<file path="src/acfm_defines.svh">
// Purpose: Constants of the audio clock failure monitor
// Assumes: System clock of 50 MHz
// Notes: Counts, recovery codes and reset values only; types live in acfm_pkg
`ifndef ACFM_DEFINES_SVH
`define ACFM_DEFINES_SVH

// ==========================================================
// Window and count limits
`define ACFM_WINDOW_EDGES 6'h20
`define ACFM_WINDOW_LAST 5'h1f
`define ACFM_WINDOW_RESTART 9'h001
`define ACFM_COUNT_SAT 9'h1ff
`define ACFM_COUNT_MAX8 8'hff
// ==========================================================
// Transmit recovery
`define ACFM_BMC_ZERO_PATTERN 4'hc
`define ACFM_SRC_INTERNAL 1'h1
// ==========================================================
// Reset values
`define ACFM_RST_COUNT 8'h00
`define ACFM_RST_PATTERN 4'h0

`endif

</file>
<file path="src/acfm_pkg.sv">
// Purpose: Types of the audio clock failure monitor
// Assumes: acfm_defines.svh for numbers
// Notes: Whole module state is one packed struct
package acfm_pkg;

  // ==========================================================
  // Software bounds of one checker
  typedef struct packed {
    logic [7:0] lower;
    logic [7:0] upper;
  } acfm_bounds_t;

  // ==========================================================
  // State of one clock checker
  typedef struct packed {
    logic sync1;
    logic sync2;
    logic prev;
    logic [4:0] edges;
    logic [8:0] running;
    logic [7:0] latched;
    logic fail;
    logic failEvent;
  } acfm_chan_t;

  // ==========================================================
  // State of the whole monitor
  typedef struct packed {
    acfm_chan_t tx;
    acfm_chan_t rx;
    logic irq;
    logic srcSel;
    logic pinOe;
    logic divReset;
    logic secReset;
    logic [7:0] resetCnt;
    logic underrun;
    logic [3:0] pattern;
  } acfm_state_t;

endpackage

</file>
<file path="src/acfm_audio_clock_failure_monitor.sv">
// Purpose: Watch transmit and receive high-frequency serial clocks for failure
// Assumes: Serial clocks are asynchronous pins sampled on the system clock
// Notes: Software fields are plain ports; all outputs come from flip-flops
//        Window count is system cycles per 32 serial periods, clipped at 255
//        A stopped serial clock shows as a live count past the upper bound
//        Autoswitch fires once per newly raised transmit flag
//        Section reset lasts the divide ratio plus one system cycle
`include "acfm_defines.svh"
`timescale 1ns/100ps
`default_nettype none

// How it works
// - Tx: count system clocks per 32 periods
// - Rx: count system clocks per 32 periods
// - Latched count below minimum flags failure
// - Running count above maximum flags failure
// - Eight-bit bounds, unsigned comparisons
// - Tx fail flag; interrupt only when enabled
// - Rx fail flag set; it drives no interrupt
// - Autoswitch only if enabled and S/PDIF mode
// - Select internal source; pin input while Tx flag stands
// - Reset internal divider, ratio kept
// - Hold transmitter reset one serial period
// - Release: send data or underrun pattern 1100
module acfm_audio_clock_failure_monitor (
  input wire logic clock,
  input wire logic rstn,
  input wire logic txHfSerialClock,
  input wire logic rxHfSerialClock,
  input wire logic txCheckerActive,
  input wire logic rxCheckerActive,
  input wire acfm_pkg::acfm_bounds_t txBounds,
  input wire acfm_pkg::acfm_bounds_t rxBounds,
  input wire logic txFailClear,
  input wire logic rxFailClear,
  input wire logic txFailIntEnable,
  input wire logic txFailAutoswitchEnable,
  input wire logic spdifTransmitMode,
  input wire logic txSrcSelWrite,
  input wire logic txSrcSelValue,
  input wire logic txPinDirOut,
  input wire logic [7:0] txHfDivideRatio,
  input wire logic txDataWaiting,
  output logic [7:0] txWindowCount,
  output logic [7:0] rxWindowCount,
  output logic txClockFailFlag,
  output logic rxClockFailFlag,
  output logic txFailIrq,
  output logic txHfClockSourceSelect,
  output logic txHfPinOutputEnable,
  output logic txDividerReset,
  output logic txSectionReset,
  output logic txUnderrun,
  output logic [3:0] txShiftPattern
);
  import acfm_pkg::*;

  acfm_state_t state_reg;
  acfm_state_t state_next;

  // ==========================================================
  // One checker step
  // sync1 and sync2 retime the pin; prev marks its rising edge
  // edges counts closed periods; running counts system cycles
  // latched holds the count software reads back
  function automatic acfm_chan_t chanStep(
    input acfm_chan_t c,
    input logic clkPin,
    input acfm_bounds_t b,
    input logic active,
    input logic clr
  );
    acfm_chan_t n;
    logic [7:0] cnt8;
    n = c;
    // Latched field clips at its top value
    cnt8 = (c.running > {1'b0, `ACFM_COUNT_MAX8}) ? `ACFM_COUNT_MAX8 : c.running[7:0];
    // Only the second stage feeds logic
    n.sync1 = clkPin;
    n.sync2 = c.sync1;
    n.prev = c.sync2;
    n.failEvent = 1'b0;
    // Divider held: no counting, no failure
    if (!active)
    begin
      n.edges = 5'h00;
      n.running = 9'h000;
    end
    else
    begin
      if (c.running != `ACFM_COUNT_SAT)
      begin
        n.running = c.running + 9'h001;
      end
      if (c.sync2 && !c.prev)
      begin
        n.edges = c.edges + 5'h01;
        if (c.edges == `ACFM_WINDOW_LAST)
        begin
          n.latched = cnt8;
          // Closing cycle already belongs to the next window
          n.running = `ACFM_WINDOW_RESTART;
          if (cnt8 < b.lower)
          begin
            n.failEvent = 1'b1;
          end
        end
      end
      // Live count, so a pin that stops still fails
      if (c.running > {1'b0, b.upper})
      begin
        n.failEvent = 1'b1;
      end
    end
    // Set wins over clear
    n.fail = n.failEvent | (c.fail & ~clr);
    return n;
  endfunction

  // ==========================================================
  // Next state
  always_comb
  begin
    logic autoSwitch;
    logic freshFail;
    autoSwitch = 1'b0;
    freshFail = 1'b0;
    state_next = state_reg;
    state_next.tx = chanStep(
      state_reg.tx,
      txHfSerialClock,
      txBounds,
      txCheckerActive,
      txFailClear
    );
    state_next.rx = chanStep(
      state_reg.rx,
      rxHfSerialClock,
      rxBounds,
      rxCheckerActive,
      rxFailClear
    );
    // Interrupt gated by its enable; the flag sets regardless
    state_next.irq = state_next.tx.fail & txFailIntEnable;
    state_next.divReset = 1'b0;
    // Only a newly raised flag switches; a standing one would keep resetting the transmitter
    freshFail = state_next.tx.failEvent & ~state_reg.tx.fail;
    autoSwitch = freshFail & txFailAutoswitchEnable & spdifTransmitMode & ~state_reg.secReset;
    // Software write of the source select
    if (txSrcSelWrite)
    begin
      state_next.srcSel = txSrcSelValue;
    end
    // Section reset lasts one serial period, ratio plus one cycles
    if (state_reg.secReset)
    begin
      if (state_reg.resetCnt == `ACFM_RST_COUNT)
      begin
        state_next.secReset = 1'b0;
        state_next.underrun = ~txDataWaiting;
      end
      else
      begin
        state_next.resetCnt = state_reg.resetCnt - 8'h01;
      end
    end
    // Underrun ends as soon as data waits
    else if (state_reg.underrun && txDataWaiting)
    begin
      state_next.underrun = 1'b0;
    end
    // Move to the internal divider and restart the transmitter
    if (autoSwitch)
    begin
      state_next.srcSel = `ACFM_SRC_INTERNAL;
      state_next.divReset = 1'b1;
      state_next.secReset = 1'b1;
      state_next.resetCnt = txHfDivideRatio;
      state_next.underrun = 1'b0;
    end
    state_next.pattern = state_next.underrun ? `ACFM_BMC_ZERO_PATTERN : `ACFM_RST_PATTERN;
    // Pin stays an input while the transmit flag stands
    state_next.pinOe = state_next.srcSel & txPinDirOut & ~state_next.tx.fail;
  end

  // ==========================================================
  // State register
  // Reset: external source, no failure, transmitter out of reset
  always_ff @(posedge clock or negedge rstn)
  begin
    if (!rstn)
    begin
      state_reg <= '0;
    end
    else
    begin
      state_reg <= state_next;
    end
  end

  // ==========================================================
  // Outputs
  // Every output is a field of the state register
  assign txWindowCount = state_reg.tx.latched;
  assign rxWindowCount = state_reg.rx.latched;
  assign txClockFailFlag = state_reg.tx.fail;
  assign rxClockFailFlag = state_reg.rx.fail;
  assign txFailIrq = state_reg.irq;
  assign txHfClockSourceSelect = state_reg.srcSel;
  assign txHfPinOutputEnable = state_reg.pinOe;
  assign txDividerReset = state_reg.divReset;
  assign txSectionReset = state_reg.secReset;
  assign txUnderrun = state_reg.underrun;
  assign txShiftPattern = state_reg.pattern;

endmodule

`default_nettype wire

</file>
<file path="config.mk">
export PLATFORM = sky130hd
export DESIGN_NAME = acfm_audio_clock_failure_monitor
export DESIGN_NICKNAME = d
export VERILOG_FILES = /design/src/acfm_pkg.sv /design/src/acfm_audio_clock_failure_monitor.sv
export VERILOG_INCLUDE_DIRS = /design/src
export SDC_FILE = /design/constraint.sdc
export NUM_CORES = 1
export LEC_CHECK = 0
export ABC_CLOCK_PERIOD_IN_PS = 3500
export BUFFER_PORTS_ARGS = -buffer_cell sky130_fd_sc_hd__buf_4
export CAP_MARGIN = 10
export CORE_MARGIN = 8
export CORE_UTILIZATION = 40
export CTS_CLUSTER_DIAMETER = 120
export DETAILED_ROUTE_END_ITERATION = 10
export HOLD_SLACK_MARGIN = 0.15
export SYNTH_ARGS = -nofsm -noshare
export SYNTH_HDL_FRONTEND = slang
export SYNTH_SLANG_ARGS = --single-unit
</file>
<file path="constraint.sdc">
create_clock -name clock -period 3.5 [get_ports clock]
set_input_delay 0.525 -clock clock [delete_from_list [all_inputs] [get_ports clock]]
set_output_delay 0.525 -clock clock [all_outputs]
set_load 0.05 [all_outputs]
</file>
==> flow_summary.yaml <==
placed_design:
  dpl_cell_area_um2: 4630
  dp_hpwl_um: 6670
  finalWeightedCongestion: 0.805
  portBuffers: 80
power:
  power.share.combinational_pct: 14.6
  powerDensity_nw_per_um2: 361
  power_frac_seq_pct: 49.2
  switchingPower_uw: 486
  p_clk_share_pct: 36.2
  p_leak_nw: 2.54
  intPower_mw: 1.26
  switching_share_pct: 27.9
  ir_worst_vdd_mv: 0.191
synthesis:
  ys_seq_area_share_pct: 40.7
  synth_cell_types: 55
  yosys_most_used_dff: "dfrtp_1"
  synth_area_um2: 4060
  synth.most_common_cell: "dfrtp_1"
  syn_avg_cell_area_um2: 9.69
  synth.area.top_cells: "dfrtp_1, ha_1, mux2_2, inv_1, buf_4"
  synth_edf_count: 0
  ys_ff_latch: 66
  synth_top_area_share_pct: 40.7
  synth_common_cells: "dfrtp_1, inv_1, ha_1, nand2_1, nor2_1"
  yosys.area.top_type: "dfrtp_1"
  syn_inst: 419
  yosys_warnings: 0
  synthArstFlopShare_pct: 100
setup_path:
  critPathKind: "reg -> reg"
  cp.required_ns: 3.71
  rr_endpoint: "state_reg[5]"
  cp_num_buf_inv: 0
  cp_slowest_cell: "dfrtp_1"
  rrSetupSlack_ns: 0.48
  cp_data_arrival_time_ns: 3.23
  worstPathCellList: "ha_1 > nand4_1 > nand2_1 > o21bai_1 > or2_2 > ha_1 > nor2_1 > nor4_1 > o2bb2ai_1 > o31ai_1 > and2_1 > o311ai_0"
  crit_family: "simple AND/OR/NAND/NOR gates"
  cp-startpoint: "state_reg[55]"
  critPathMaxStageDelay_ns: 0.47
  cp-start-kind: "flop"
  reg2reg_depth: 12
  critPathMaxFanout: 8
  cpMostUsedCell: "ha_1"
  endpoint_kind: "flop"
  r2r_start: "state_reg[55]"
routing:
  viasPerCell: 4.93
  top_layer: "met4"
  first_pass_iters: 4
  drtIter0Drc: 163
  drc: 0
  ant_nets: 0
  wl_per_cell_um: 14.1
  dr_wl_met3_um: 439
  wl_met1_um: 4090
  wirelength_um: 8710
  wl_met2_um: 4100
  vias: 3044
floorplanning:
  fp.dieW_um: 117
  core.rowCount: 36
  die_height_um: 117
  floorplan.initialDensity_pct: 41.3
  ios: 83
  core_um2: 9820
  dieArea_um2: 13600
timing:
  rsz0062_at_grt: "no"
  drv_slew: 0
  slew_headroom_pct: 40.1
  tns_ns: 0
  clock.fmax_ghz: 0.331
  setup_viol: 0
  fin_crit_ns: 3.02
  skew_ns: 0.00726
  worstMarginPinSlew_ns: 0.891
  finalHoldViolCount: 0
  min_period_over_period_pct: 86.3
cts:
  path_clk_slew_ns: 0.08
  root_buffer: "clkbuf_8"
  clockBufferDepth: 2
  cts_tree: "yes"
  postCtsSetupBuffers: 0
  clk_latency_ns: 0.33
  cts_max_level: 3
  post_cts_resized: 0
  cts_sinks: 66
  hold_buffers: 0
  numCtsBuffers: 9
cells_and_area:
  nNetsFinal: 571
  layout-drive-gt1-share_pct: 27.5
  largest_reg_flops: 38
  antenna-diode-count: 0
  design_area_um2: 4820
  area_growth_pct: 18.8
grt:
  grt-ovfl-total: 0
  grt_pass1_wl_um: 14800
  track_usage_pct: 13.5
  first_global_vias: 3086
  grt_max_degree: 67
  antenna_found_initial: 0
status:
  outcome: "finished clean"
hold_path:
  worst_hold_path_type: "in -> async"
job:
  cap_violations: 0
## cell families after synthesis
kind of cell	share of synthesized area, %
buffers and inverters	8.91
muxes	5.86
adders and majority gates	11.4
other	0.0924
AOI/OAI and AO/OA	10.5
DFF	40.7
xor gates and xnor gates	3.88
and+or+nand+nor	18.7
## area by class of cell
| class | count | area [um^2] |
|---|---|---|
| Timing Repair Buffer | 81 | 608 |
| Tap cell | 133 | 166 |
| Inverter | 41 | 154 |
| Fill cell | 994 | 4990 |
| Multi-Input combinational cell | 280 | 2050 |
| Sequential cell | 66 | 1650 |
| Clock inverter | 7 | 70.1 |
| Clock buffer | 9 | 124 |
## power by group through the flow
stage	Sequential, mW	Combinational (mW)	Clock, mW
floorplan	0.871	0.153	0
CTS	0.857	0.258	0.654
global placement	0.871	0.252	0
finish	0.857	0.254	0.630
global route	0.867	0.293	0.687
detailed placement	0.872	0.257	0
## cells in the final DEF, fill, tap and decap left out, drive strengths merged, types with 8 or more instances in the layout
cell / netlist / final
mux2i: 8 / 8
nor2b: 9 / 9
inv: 41 / 41
nand2: 35 / 35
nor2: 24 / 24
and2: 9 / 9
ha: 37 / 37
dfrtp: 66 / 66
or2: 14 / 14
clkbuf: 11 / 9
nand4: 10 / 10
o21ai: 13 / 13
buf: 22 / 81
xor2: 11 / 11
mux2: 14 / 14
nand3: 10 / 10
a21oi: 9 / 9
## worst max path at each step
stage                   endpoint  depth (start not counted)
2_1_floorplan  txShiftPattern[2]                         13
3_3_place_gp       state_reg[12]                         12
3_5_place_dp       state_reg[11]                         12
4_1_cts             state_reg[5]                         12
5_1_grt             state_reg[5]                         12
6_report            state_reg[5]                         12
## through the flow
| step | hold slack [ns] | setup WS, ns | power (mW) | std cells | utilization, % |
|---|---|---|---|---|---|
| finish | 0.298 | 0.478 | 1.74 | 617 | 49.1 |
| global route | 0.272 | 0.121 | 1.85 | 617 | 49.1 |
| CTS | 0.276 | 0.450 | 1.77 | 617 | 49.1 |
| detailed placement | 0.336 | 0.474 | 1.13 | 601 | 47.2 |
| global placement | 0.335 | 0.629 | 1.12 | 601 | 47.2 |
| floorplan | 0.229 | 0.866 | 1.02 | 420 | - |
## routing by layer
layer  vias up  GRT usage (%)
met5         -              0
met2        55           21.2
met1      1433           18.1
met3         6           3.26
li1       1550              -
met4         0           3.84
No activity file was read; power rests on OpenSTA's default activity.
